$ cat src/core/fetch_pkg.sv
// Shared constants and types for the quadrature-phase fetch pipeline.
// Assumes a single 50 MHz system clock and a synchronous active-high reset.
package fetch_pkg;
    localparam int unsigned CLK_HZ          = 50_000_000;
    localparam int unsigned PHASE_COUNT     = 4;
    localparam int unsigned FETCH_PTR_W     = 13;
    localparam int unsigned WORD_W          = 14;
    localparam int unsigned DATA_ADDR_W     = 7;
    localparam int unsigned BANK_ADDR_W     = 8;
    localparam int unsigned SMALL_IMPL_W    = 9;
    localparam int unsigned LARGE_IMPL_W    = 11;
    localparam logic [12:0] RESET_VECTOR    = 13'h0000;
    localparam logic [12:0] IRQ_VECTOR      = 13'h0004;
    localparam int unsigned BANK_SELECT_POS = 5;
    localparam logic [7:0]  SPECIAL_TOP     = 8'h1F;
    localparam logic [7:0]  RAM0_LO         = 8'h20;
    localparam logic [7:0]  RAM0_HI_SMALL   = 8'h6F;
    localparam logic [7:0]  RAM0_HI_LARGE   = 8'h7F;
    localparam logic [7:0]  RAM1_LO         = 8'hA0;
    localparam logic [7:0]  RAM1_HI         = 8'hBF;
    localparam logic [1:0]  PHASE_RESET     = 2'h0;
    localparam logic [13:0] NOP_WORD        = 14'h0000;

    typedef enum logic [1:0] {
        REGION_SPECIAL,
        REGION_RAM,
        REGION_NONE
    } region_type;
endpackage : fetch_pkg

$ cat src/core/phase_if.sv
// Phase strobes shared between the phase divider and the pipeline.
// Assumes both ends run on the same clock.
`timescale 1ns/1ps
`default_nettype none
interface phase_if;
    logic [3:0] phase_strobe;
    logic       cycle_start;
    modport source (output phase_strobe, output cycle_start);
    modport sink   (input phase_strobe, input cycle_start);
endinterface : phase_if
`default_nettype wire

$ cat src/core/quad_phase_fetch_pipeline.sv
// Two-stage fetch/execute sequencer with quadrature phase scheduling.
// Assumes program and data memories answer combinationally in the same cycle.
// How it works
// RULE_01 - Divide clock by four into phases
// RULE_02 - Increment pointer in phase one
// RULE_03 - Latch fetched word in phase four
// RULE_04 - Overlap fetch with execute, one per cycle
// RULE_05 - Present word phase one, execute phases two-four
// RULE_06 - Read operand phase two, write phase four
// RULE_07 - Branch flushes fetched word, two cycles
// RULE_08 - Thirteen-bit pointer, 8K by 14 space
// RULE_09 - Implement only low program space per variant
// RULE_10 - Addresses beyond boundary wrap around
// RULE_11 - Start fetching at address zero after reset
// RULE_12 - Interrupt goes to address four
// RULE_13 - Bank select bit five chooses bank
// RULE_14 - Special registers in lowest 32 locations
// RULE_15 - General RAM ranges per variant
// RULE_16 - Cycle clock out at quarter rate
// RULE_17 - Held in reset while clear low
// RULE_18 - Drop pointer bits above implemented width
// RULE_19 - Reset restarts divider and flushes pipeline
`timescale 1ns/1ps
`default_nettype none
module quad_phase_fetch_pipeline
    import fetch_pkg::*;
#(
    parameter bit LARGE_VARIANT = 1'b1
) (
    input  wire logic                   mclk,
    input  wire logic                   rst,
    input  wire logic                   master_clear_n,
    input  wire logic [WORD_W-1:0]      prog_data,
    input  wire logic                   branch_req,
    input  wire logic [FETCH_PTR_W-1:0] branch_target,
    input  wire logic                   irq_req,
    input  wire logic [7:0]             status_reg,
    input  wire logic [DATA_ADDR_W-1:0] data_addr,
    input  wire logic                   data_write_req,
    output logic [FETCH_PTR_W-1:0]      prog_addr,
    output logic [FETCH_PTR_W-1:0]      fetch_pointer,
    output logic [WORD_W-1:0]           instruction_latch,
    output logic                        exec_valid,
    output logic [BANK_ADDR_W-1:0]      data_bank_addr,
    output logic                        data_read_en,
    output logic                        data_write_en,
    output logic                        special_register_area,
    output logic                        general_ram_area,
    output logic                        cycle_clock_out,
    output logic [3:0]                  phase_out
);
    localparam int unsigned IMPL_W = LARGE_VARIANT ? LARGE_IMPL_W : SMALL_IMPL_W; // RULE_09

    function automatic logic [FETCH_PTR_W-1:0] wrap_addr(input logic [FETCH_PTR_W-1:0] a);
        logic [FETCH_PTR_W-1:0] mask;
        mask = FETCH_PTR_W'((1 << IMPL_W) - 1);
        return a & mask; // RULE_18
    endfunction : wrap_addr

    function automatic region_type classify(input logic [7:0] a);
        region_type r;
        r = REGION_NONE;
        if (a[6:0] <= SPECIAL_TOP[6:0]) begin
            r = REGION_SPECIAL; // RULE_14
        end else if (!a[7] && a >= RAM0_LO
                     && a <= (LARGE_VARIANT ? RAM0_HI_LARGE : RAM0_HI_SMALL)) begin
            r = REGION_RAM; // RULE_15
        end else if (LARGE_VARIANT && a >= RAM1_LO && a <= RAM1_HI) begin
            r = REGION_RAM; // RULE_15
        end
        return r;
    endfunction : classify

    // Master clear comes from a pin, so it is synchronised before use.
    logic clr_meta_q;
    logic clr_sync_q;
    logic hold_rst;

    always_ff @(posedge mclk) begin
        if (rst) begin
            clr_meta_q <= 1'b0;
            clr_sync_q <= 1'b0;
        end else begin
            clr_meta_q <= master_clear_n;
            clr_sync_q <= clr_meta_q;
        end
    end
    assign hold_rst = rst || !clr_sync_q; // RULE_17

    phase_if ph ();
    phase_divider u_div (
        .mclk (mclk),
        .rst  (hold_rst),
        .ph   (ph)
    );

    logic [FETCH_PTR_W-1:0] fetch_q;
    logic [WORD_W-1:0]      fetched_q;
    logic                   fetched_ok_q;
    logic                   redirect_q;
    logic [FETCH_PTR_W-1:0] redirect_addr_q;

    // A branch or interrupt seen during execution replaces the next fetch.
    always_ff @(posedge mclk) begin
        if (hold_rst) begin
            redirect_q      <= 1'b0;
            redirect_addr_q <= RESET_VECTOR;
        end else if (ph.phase_strobe[3] && irq_req) begin
            redirect_q      <= 1'b1;
            redirect_addr_q <= IRQ_VECTOR; // RULE_12
        end else if (ph.phase_strobe[3] && branch_req && exec_valid) begin
            redirect_q      <= 1'b1;
            redirect_addr_q <= branch_target; // RULE_07
        end else if (ph.phase_strobe[0]) begin
            redirect_q      <= 1'b0;
        end
    end

    always_ff @(posedge mclk) begin
        if (hold_rst) begin
            fetch_q   <= RESET_VECTOR; // RULE_11
            prog_addr <= RESET_VECTOR;
        end else if (ph.phase_strobe[0]) begin
            prog_addr <= wrap_addr(redirect_q ? redirect_addr_q : fetch_q); // RULE_10
            fetch_q   <= wrap_addr((redirect_q ? redirect_addr_q : fetch_q) + 13'h0001); // RULE_02
        end
    end
    assign fetch_pointer = fetch_q; // RULE_08

    always_ff @(posedge mclk) begin
        if (hold_rst) begin
            fetched_q    <= NOP_WORD;
            fetched_ok_q <= 1'b0; // RULE_19
        end else if (ph.phase_strobe[3]) begin
            fetched_q    <= prog_data; // RULE_03
            fetched_ok_q <= !(irq_req || (branch_req && exec_valid)); // RULE_07
        end
    end

    always_ff @(posedge mclk) begin
        if (hold_rst) begin
            instruction_latch <= NOP_WORD;
            exec_valid        <= 1'b0;
        end else if (ph.phase_strobe[0]) begin
            instruction_latch <= fetched_q; // RULE_05
            exec_valid        <= fetched_ok_q; // RULE_04
        end
    end

    logic [7:0] bank_addr;
    assign bank_addr = {status_reg[BANK_SELECT_POS], data_addr}; // RULE_13

    always_ff @(posedge mclk) begin
        if (hold_rst) begin
            data_bank_addr        <= 8'h00;
            data_read_en          <= 1'b0;
            data_write_en         <= 1'b0;
            special_register_area <= 1'b0;
            general_ram_area      <= 1'b0;
        end else begin
            data_bank_addr        <= bank_addr;
            data_read_en          <= exec_valid && ph.phase_strobe[1]; // RULE_06
            data_write_en         <= exec_valid && ph.phase_strobe[3] && data_write_req; // RULE_06
            special_register_area <= classify(bank_addr) == REGION_SPECIAL;
            general_ram_area      <= classify(bank_addr) == REGION_RAM;
        end
    end

    always_ff @(posedge mclk) begin
        if (hold_rst) begin
            cycle_clock_out <= 1'b0;
            phase_out       <= 4'h0;
        end else begin
            cycle_clock_out <= ph.phase_strobe[1] || ph.phase_strobe[2]; // RULE_16
            phase_out       <= ph.phase_strobe;
        end
    end

    a_fetch_step : assert property (@(posedge mclk) disable iff (hold_rst)
        ph.phase_strobe[0] && !redirect_q |=> fetch_q == wrap_addr($past(fetch_q) + 13'h0001)) // RULE_02
        else $error("Fetch pointer did not step in phase one.");
    a_ptr_wrap : assert property (@(posedge mclk) disable iff (hold_rst)
        (fetch_q >> IMPL_W) == 13'h0000) // RULE_10
        else $error("Fetch pointer left implemented space.");
    a_read_phase : assert property (@(posedge mclk) disable iff (hold_rst)
        data_read_en |-> $past(ph.phase_strobe[1])) // RULE_06
        else $error("Operand read outside phase two.");
    a_write_phase : assert property (@(posedge mclk) disable iff (hold_rst)
        data_write_en |-> $past(ph.phase_strobe[3])) // RULE_06
        else $error("Result write outside phase four.");
    a_irq_vector : assert property (@(posedge mclk) disable iff (hold_rst)
        ph.phase_strobe[3] && irq_req |=> ##1 prog_addr == IRQ_VECTOR) // RULE_12
        else $error("Interrupt did not fetch from vector.");
    a_branch_flush : assert property (@(posedge mclk) disable iff (hold_rst)
        ph.phase_strobe[3] && branch_req && exec_valid |=> ##1 !exec_valid) // RULE_07
        else $error("Branch did not flush fetched word.");
    a_latch_load : assert property (@(posedge mclk) disable iff (hold_rst)
        ph.phase_strobe[0] |=> instruction_latch == $past(fetched_q)) // RULE_05
        else $error("Instruction latch not loaded in phase one.");
    a_bank_select : assert property (@(posedge mclk) disable iff (hold_rst)
        !hold_rst |=> data_bank_addr[7] == $past(status_reg[BANK_SELECT_POS])) // RULE_13
        else $error("Bank select bit not honoured.");
    a_cycle_clock_out_rate : assert property (@(posedge mclk) disable iff (hold_rst)
        $rose(cycle_clock_out) |=> cycle_clock_out ##1 !cycle_clock_out ##1 !cycle_clock_out
        ##1 cycle_clock_out) // RULE_16
        else $error("Cycle clock out not a quarter rate.");
endmodule : quad_phase_fetch_pipeline
`default_nettype wire

$ cat src/core/phase_divider.sv
// Divides the clock by four into one-hot phase strobes.
// Assumes a synchronous active-high reset that restarts at phase one.
`timescale 1ns/1ps
`default_nettype none
module phase_divider
    import fetch_pkg::*;
(
    input  wire logic mclk,
    input  wire logic rst,
    phase_if.source   ph
);
    logic [1:0] count_q;

    always_ff @(posedge mclk) begin
        if (rst) begin
            count_q <= PHASE_RESET; // RULE_19
        end else begin
            count_q <= count_q + 2'h1; // RULE_01
        end
    end

    genvar g;
    generate
        for (g = 0; g < 4; g++) begin : g_strobe
            assign ph.phase_strobe[g] = !rst && (count_q == 2'(g));
        end
    endgenerate
    assign ph.cycle_start = ph.phase_strobe[0];

    a_strobe_onehot : assert property (@(posedge mclk) disable iff (rst)
        !rst |-> $onehot(ph.phase_strobe)) // RULE_01
        else $error("Phase strobes are not one-hot.");
endmodule : phase_divider
`default_nettype wire

$ cat config.mk
export PLATFORM = sky130hd
export DESIGN_NAME = quad_phase_fetch_pipeline
export DESIGN_NICKNAME = d
export VERILOG_FILES = /design/src/core/fetch_pkg.sv /design/src/core/phase_if.sv /design/src/core/quad_phase_fetch_pipeline.sv /design/src/core/phase_divider.sv
export SDC_FILE = /design/constraint.sdc
export NUM_CORES = 1
export LEC_CHECK = 0
export BUFFER_PORTS_ARGS = -buffer_cell sky130_fd_sc_hd__buf_4
export CAP_MARGIN = 15
export CORE_MARGIN = 1.5
export CORE_UTILIZATION = 38
export CTS_BUF_LIST = sky130_fd_sc_hd__clkbuf_2 sky130_fd_sc_hd__clkbuf_4 sky130_fd_sc_hd__clkbuf_8
export DETAILED_ROUTE_END_ITERATION = 10
export PLACE_DENSITY = 0.62
export SLEW_MARGIN = 30
export SYNTH_ARGS = -nofsm -noshare
export SYNTH_HDL_FRONTEND = slang
export SYNTH_SLANG_ARGS = --single-unit
$ cat constraint.sdc
create_clock -name mclk -period 3.4 [get_ports mclk]
set_input_delay 0.68 -clock mclk [delete_from_list [all_inputs] [get_ports mclk]]
set_output_delay 0.68 -clock mclk [all_outputs]
set_load 0.01 [all_outputs]
After elaboration in Yosys (flattened, before gate mapping)
Index checks and enable logic that the tools add are counted.
{"block": "classes", "addsub": 2, "order_cmp": 5, "n_eq_ne": 4, "muxes": 10, "reduce_logical": 26}
{"op": "1-bit logical AND", "n": 14}
{"op": "11-bit by 1-bit adder with 11-bit output (second input constant)", "n": 1}
{"op": "11-bit two-way mux", "n": 1}
{"op": "8-bit by 6-bit greater-or-equal comparator with 1-bit output (second input constant)", "n": 1}
{"op": "8-bit greater-or-equal comparator (second input constant)", "n": 1}
{"op": "8-bit by 7-bit <= comparator with 1-bit output (second input constant)", "n": 1}
{"op": "8-bit <= comparator (second input constant)", "n": 1}
{"op": "2-bit two-way mux", "n": 4}
{"op": "7-bit by 5-bit <= comparator with 1-bit output (second input constant)", "n": 1}
{"op": "3-bit two-way mux", "n": 2}
{"op": "2-bit by 1-bit == test with 1-bit output (second input constant)", "n": 2}
{"op": "2-bit == test (second input constant)", "n": 2}
{"op": "1-bit zero test", "n": 4}
{"op": "2-bit zero test", "n": 2}
{"op": "1-bit logical OR", "n": 3}
{"op": "1-bit two-way mux", "n": 3}
{"op": "3-bit nonzero test", "n": 1}
{"op": "2-bit by 1-bit adder with 2-bit output (second input constant)", "n": 1}
{"op": "2-bit nonzero test", "n": 1}
{"op": "2-bit OR reduction", "n": 1}
{"block": "word_totals", "register_bits": 85, "out_inout_bits": 58, "word_cells": 66}

Longest topological paths before layout
{"block": "logic_depth", "ltp_word": 8, "depth_mapped": 9, "depth_no_buf": 8}

Modules after synthesis
Synthesis repeated with hierarchy kept, for this count alone.
{"block": "hier_totals", "cells_unflattened": 356, "area_unflattened_um2": 3378.2}
{"module": "quad_phase_fetch_pipeline", "n_inst": 1, "cells_each": 341, "area_each_um2": 3238.1, "seq_area_each_um2": 1661.6}
{"module": "phase_divider", "n_inst": 1, "cells_each": 15, "area_each_um2": 140.1, "seq_area_each_um2": 40.0}

Worst setup path after synthesis
Ideal clock, no wire load.
{"block": "synth_timing", "kind": "flip-flop to flip-flop", "from": "register redirect_q", "to": "register fetch_q[8] (netlist: fetch_pointer[8])", "setup_ns": 0.120, "arrival_ns": 2.145, "slack_ns": 1.135, "path_stages_with_launch": 10, "synth_period_minus_slack_ns": 2.265, "path_cell_list": "dfxtp_1 buf_6 buf_2 mux2_2 ha_1 inv_1 a211o_1 nor3_1 mux2_2 o31a_1"}
{"block": "synth_via", "elab_chain_cells": 2}
{"element": "start: declaration", "line_no": "quad_phase_fetch_pipeline.sv:100", "rtl": "logic redirect_q;"}
{"element": "start signal: assignment", "line_no": "quad_phase_fetch_pipeline.sv:106", "rtl": "redirect_q <= 1'b0;"}
{"element": "start signal: assignment", "line_no": "quad_phase_fetch_pipeline.sv:109", "rtl": "redirect_q <= 1'b1;"}
{"element": "start signal: assignment", "line_no": "quad_phase_fetch_pipeline.sv:112", "rtl": "redirect_q <= 1'b1;"}
{"element": "11-bit two-way mux", "line_no": "quad_phase_fetch_pipeline.sv:125", "rtl": "fetch_q <= wrap_addr((redirect_q ? redirect_addr_q : fetch_q) + 13'h0001);"}
{"element": "11-bit by 1-bit adder with 11-bit output", "line_no": "quad_phase_fetch_pipeline.sv:125"}
{"element": "end signal: assignment", "line_no": "quad_phase_fetch_pipeline.sv:125"}
{"element": "end: declaration", "line_no": "quad_phase_fetch_pipeline.sv:97", "rtl": "logic [FETCH_PTR_W-1:0] fetch_q;"}
Every way passes these cells.
A chain may end at the register's enable or synchronous reset.

Final worst setup path
Same ends and word-level chain as after synthesis.

==> results by stage <==
Setup path:
- The critical-path cell with the highest stage delay is sky130_fd_sc_hd__dfxtp_1.
- The critical path goes through buf_4 -> mux2i_1 -> a211o_1 -> nor3_1 -> mux2_2 -> o31a_1.
- Among cell families on the critical path, the largest total delay comes from compound AO/OA/AOI/OAI gates.
- The worst setup path is of the flop to flop kind.
- The peak fanout along the critical path is 29.
- Data on the critical path arrives at its endpoint at around 2.4 ns.
- STA puts the critical path data required time at 3.64 ns.
- The largest stage delay on the critical path is 0.38 ns.
- Together, buffers and inverters on the worst path number 1.
- The startpoint type of the worst setup path is a flop.
- The sort of element at the end of the critical path is a flop.

Job:
- Max-cap violations in this run came to 0.

Yosys:
- The portion of synthesized cell area occupied by the leading cell type is 51.1%.
- Of all flip-flops after synthesis, the portion carrying an async set or reset was 0%.
- The Yosys step of the flow raised 0 warnings.
- The post-synthesis instance area is roughly 3300 µm².
- The dominant cell by count in the synthesized netlist is sky130_fd_sc_hd__dfxtp_1.
- After synthesis, the cell types taking the most area are sky130_fd_sc_hd__dfxtp_1 (51%), sky130_fd_sc_hd__mux2i_1 (12%), sky130_fd_sc_hd__nor2_1 (5.9%), sky130_fd_sc_hd__nand2_1 (4.8%), sky130_fd_sc_hd__a21oi_1 (3.0%).
- The count of flip-flops with a built-in enable after synthesis is 0.
- In the synthesized netlist the dominant register cell turns out to be sky130_fd_sc_hd__dfxtp_1.
- The netlist uses 42 different library cells.
- The commonest cells after synthesis are sky130_fd_sc_hd__dfxtp_1 (85), sky130_fd_sc_hd__nor2_1 (52), sky130_fd_sc_hd__nand2_1 (43).
- The post-synthesis sequential area ratio is 51.1%.
- The largest total area in the synthesized netlist belongs to sky130_fd_sc_hd__dfxtp_1.
- Counting every instance in the synthesized netlist gives 359.
- Counting flops and latches in the post-synthesis netlist gives between 80 and 90.
- In this run the mean area of a mapped cell was 9.27 µm².

Timing:
- The max-slew violation count is 0.
- On the final layout, the worst clock skew is 0.00801 ns.
- The share of the cycle needed by the critical path after routing is 62.5%.
- Hold timing on the final database bottoms out at a slack of roughly 0.44 ns.
- The setup total negative slack is 0 ns.
- Setup repair after global routing left no endpoint under its margin.
- Measured against its own limit, the worst slew margin works out to 58.8%.
- The count of endpoints failing setup in the final report is 0.
- For the pin with the worst max-slew slack, the measured transition is 0.601 ns.
- The highest clock rate is 470 MHz.
- The time the worst path needs with I/O delays and setup is 2.13 ns.
- The number of hold-slack violations in the final timing report is 0.

Floorplanning:
- The area of the core is 8340 µm².
- Once the floorplan was initialized, standard cells occupied 39.9% of the core.
- 106 I/O pins were placed.
- The y dimension of the die is 96.6 µm.
- The width of the die is between 90 and 100 µm.
- The die covers approximately 9300 µm².
- The placement row count is 33.

Power:
- The internal power is ~1.5 mW.
- The reported leakage power is 1.82 nW.
- Net switching is roughly a fifth of the power.
- The maximum resistive drop on vdd is 172 µV.
- The part of the power in combinational logic is 3.8%.
- The net switching power is 0.376 mW.
- Registers are responsible for 54.0% of the overall power.
- The share of total power dissipated in the clock network is between 40 and 50%.
- For this design the ratio of total power to cell area is between 400 and 500 nW/µm².

Placed design:
- Routability-driven placement finished with a final weighted congestion of 0.741.
- The count of buffers from port buffering is between 90 and 100.
- Detailed placement finished with a half-perimeter wire length of 5030 µm.

Detailed routing:
- Summing over every cut layer, the via total after detailed routing is between 2k and 3k.
- Before antenna repair, the detailed router went through 4 iterations.
- The number of design rule violations left after detail routing is 0.
- Once detail routing completed, the nets flagged for antenna violations numbered 0.
- The wire length per cell after detailed routing is about 13 µm.
- The count of routing violations after the opening detailed-route iteration is 89.
- The detailed-route vias per instance is 4.91.
- The sum of routed wire length over all layers is 7380 µm.

GRT:
- The overall track demand over capacity in global routing is between 10% and 20%.
- The via count of the first global-routing pass is 2,461.
- The remaining global-route overflow is 0.
- The number of antenna violations at the first check in global routing is 0.
- Entering global routing, the biggest net connects 52 pins.
- The first global-routing pass estimated ~12,000 µm of wire.

Hold path:
- The path class of the tightest hold or removal check is flop to flop.

Cells and area:
- The number of antenna diodes in the final layout is 0.
- In the final layout, the share of cells above drive strength 1 is 26.1%.
- The number of nets in the final layout is 497.
- The utilization of the core after routing is 51.5%.
- The layout has 797 filler cells.
- The layout overhead on the synthesized area is 29.1%.

Clock tree:
- The clock-pin transition on the worst setup and hold timing paths is 0.08 ns.
- The later-pin clock latency in the skew report is roughly 0.35 ns.
- The maximum buffer depth of the clock tree is 2.
- Counting every sink on the clock net gives 85.
- After clock tree synthesis, the flow added hold-fix buffers numbering 0.
- The number of clock buffers added by TritonCTS is 9.
- The post-cts sizing count is 0.
- The clock tree root buffer cell is sky130_fd_sc_hd__clkbuf_8.
- TritonCTS built the clock tree.
- The H-tree generated during clock tree synthesis spans 3 levels.
- The buffer count from post-CTS setup fixing is 0.

Outcome:
- The flow ran to the end, and the final reports show no timing, DRC or antenna violations.
[path summary, 6_finish.rpt]
path | startpoint | to | slack [ns] | depth (start not counted)
worst min register to register | clr_meta_q | clr_sync_q | 0.44 | 1
worst min-delay path | clr_meta_q | clr_sync_q | 0.44 | 1
worst max register to register | redirect_q | fetch_pointer[8] | 1.27 | 6
worst max-delay path | redirect_q | fetch_pointer[8] | 1.27 | 6
[power groups by stage]
stage / registers, mW / logic [mW] / clock network (mW)
floorplan: 1.03 / 0.0287 / 0
global placement: 1.02 / 0.0710 / 0
detailed placement: 1.02 / 0.0720 / 0
CTS: 1.00 / 0.0721 / 0.805
global route: 1.00 / 0.0785 / 0.850
finish: 1.00 / 0.0711 / 0.781
[kinds of logic (layout without fill, tap and decap cells)]
family	count (synthesis)	count (layout)	share of synthesized area, %
xor+xnor	3	3	0.790
compound gates	54	54	10.0
simple gates	135	135	18.5
buf+inv	33	119	4.59
other cells	1	4	0.113
mux	43	43	13.0
flops	85	85	51.1
fa+ha+maj	5	5	1.88
[layer usage]
layer | wire length, µm | vias to the layer above | track usage (%)
met5 | 0 | - | 0
met2 | 3350 | 88 | 26.3
met4 | 132 | 0 | 7.13
li1 | - | 1376 | -
met1 | 3260 | 1240 | 19.9
met3 | 642 | 12 | 6.42
[cell usage in the layout, fill, tap and decap left out, types with 2 or more instances in the layout]
cell and n:
sky130_fd_sc_hd__a31oi_1 3, sky130_fd_sc_hd__and3_1 3, sky130_fd_sc_hd__o22ai_1 3, sky130_fd_sc_hd__nand2_1 43, sky130_fd_sc_hd__o21ai_0 10, sky130_fd_sc_hd__ha_1 4, sky130_fd_sc_hd__nand3_1 6, sky130_fd_sc_hd__nor2b_1 5
sky130_fd_sc_hd__and2_1 12, sky130_fd_sc_hd__nor2_1 52, sky130_fd_sc_hd__nor3_1 5, sky130_fd_sc_hd__inv_1 7, sky130_fd_sc_hd__xnor2_1 3, sky130_fd_sc_hd__mux2i_1 41, sky130_fd_sc_hd__clkbuf_8 10, sky130_fd_sc_hd__a21oi_1 20
sky130_fd_sc_hd__o211ai_1 2, sky130_fd_sc_hd__conb_1 4, sky130_fd_sc_hd__a211oi_1 8, sky130_fd_sc_hd__bufinv_16 2, sky130_fd_sc_hd__buf_4 96, sky130_fd_sc_hd__mux2_2 2, sky130_fd_sc_hd__dfxtp_1 85
[stage by stage]
stage / cell area, µm² / power (mW) / setup WS (ns) / cells
4_1_cts: 4300 / 1.88 / 1.27 / 553
5_1_grt: 4300 / 1.93 / 1.18 / 553
2_1_floorplan: 3340 / 1.05 / 1.14 / 362
3_3_place_gp: 4070 / 1.10 / 1.19 / 538
6_report: 4300 / 1.85 / 1.27 / 553
3_5_place_dp: 4080 / 1.10 / 1.18 / 538
[worst register-to-register path: cells and delay by family, from the launching register on]
kind	cells	cell delay, ns
mux	2	0.56
buf+inv	1	0.33
compound gates	2	0.60
flops	1	0.38
simple gates	1	0.16
[flip-flops by register name, summed over array words and instances, names as in the netlist]
signal,count
exec_valid,1
fetch_pointer,11
phase_out,4
redirect_q,1
general_ram_area,1
special_register_area,1
fetched_ok_q,1
fetched_q,14
u_div.count_q,2
data_write_en,1
data_read_en,1
redirect_addr_q,11
prog_addr,11
clr_sync_q,1
clr_meta_q,1
instruction_latch,14
cycle_clock_out,1
data_bank_addr,8
[layout make-up]
type	instances	area, µm²	share of cell area (%)
sequential	85	1700	39.6
multi-input combinational	244	1500	34.8
timing repair buffer	96	721	16.8
clock buffer	11	145	3.38
tap	105	131	3.06
clock inverter	4	72.6	1.69
inverter	8	30.0	0.699
No activity file was read; power rests on OpenSTA's default activity.
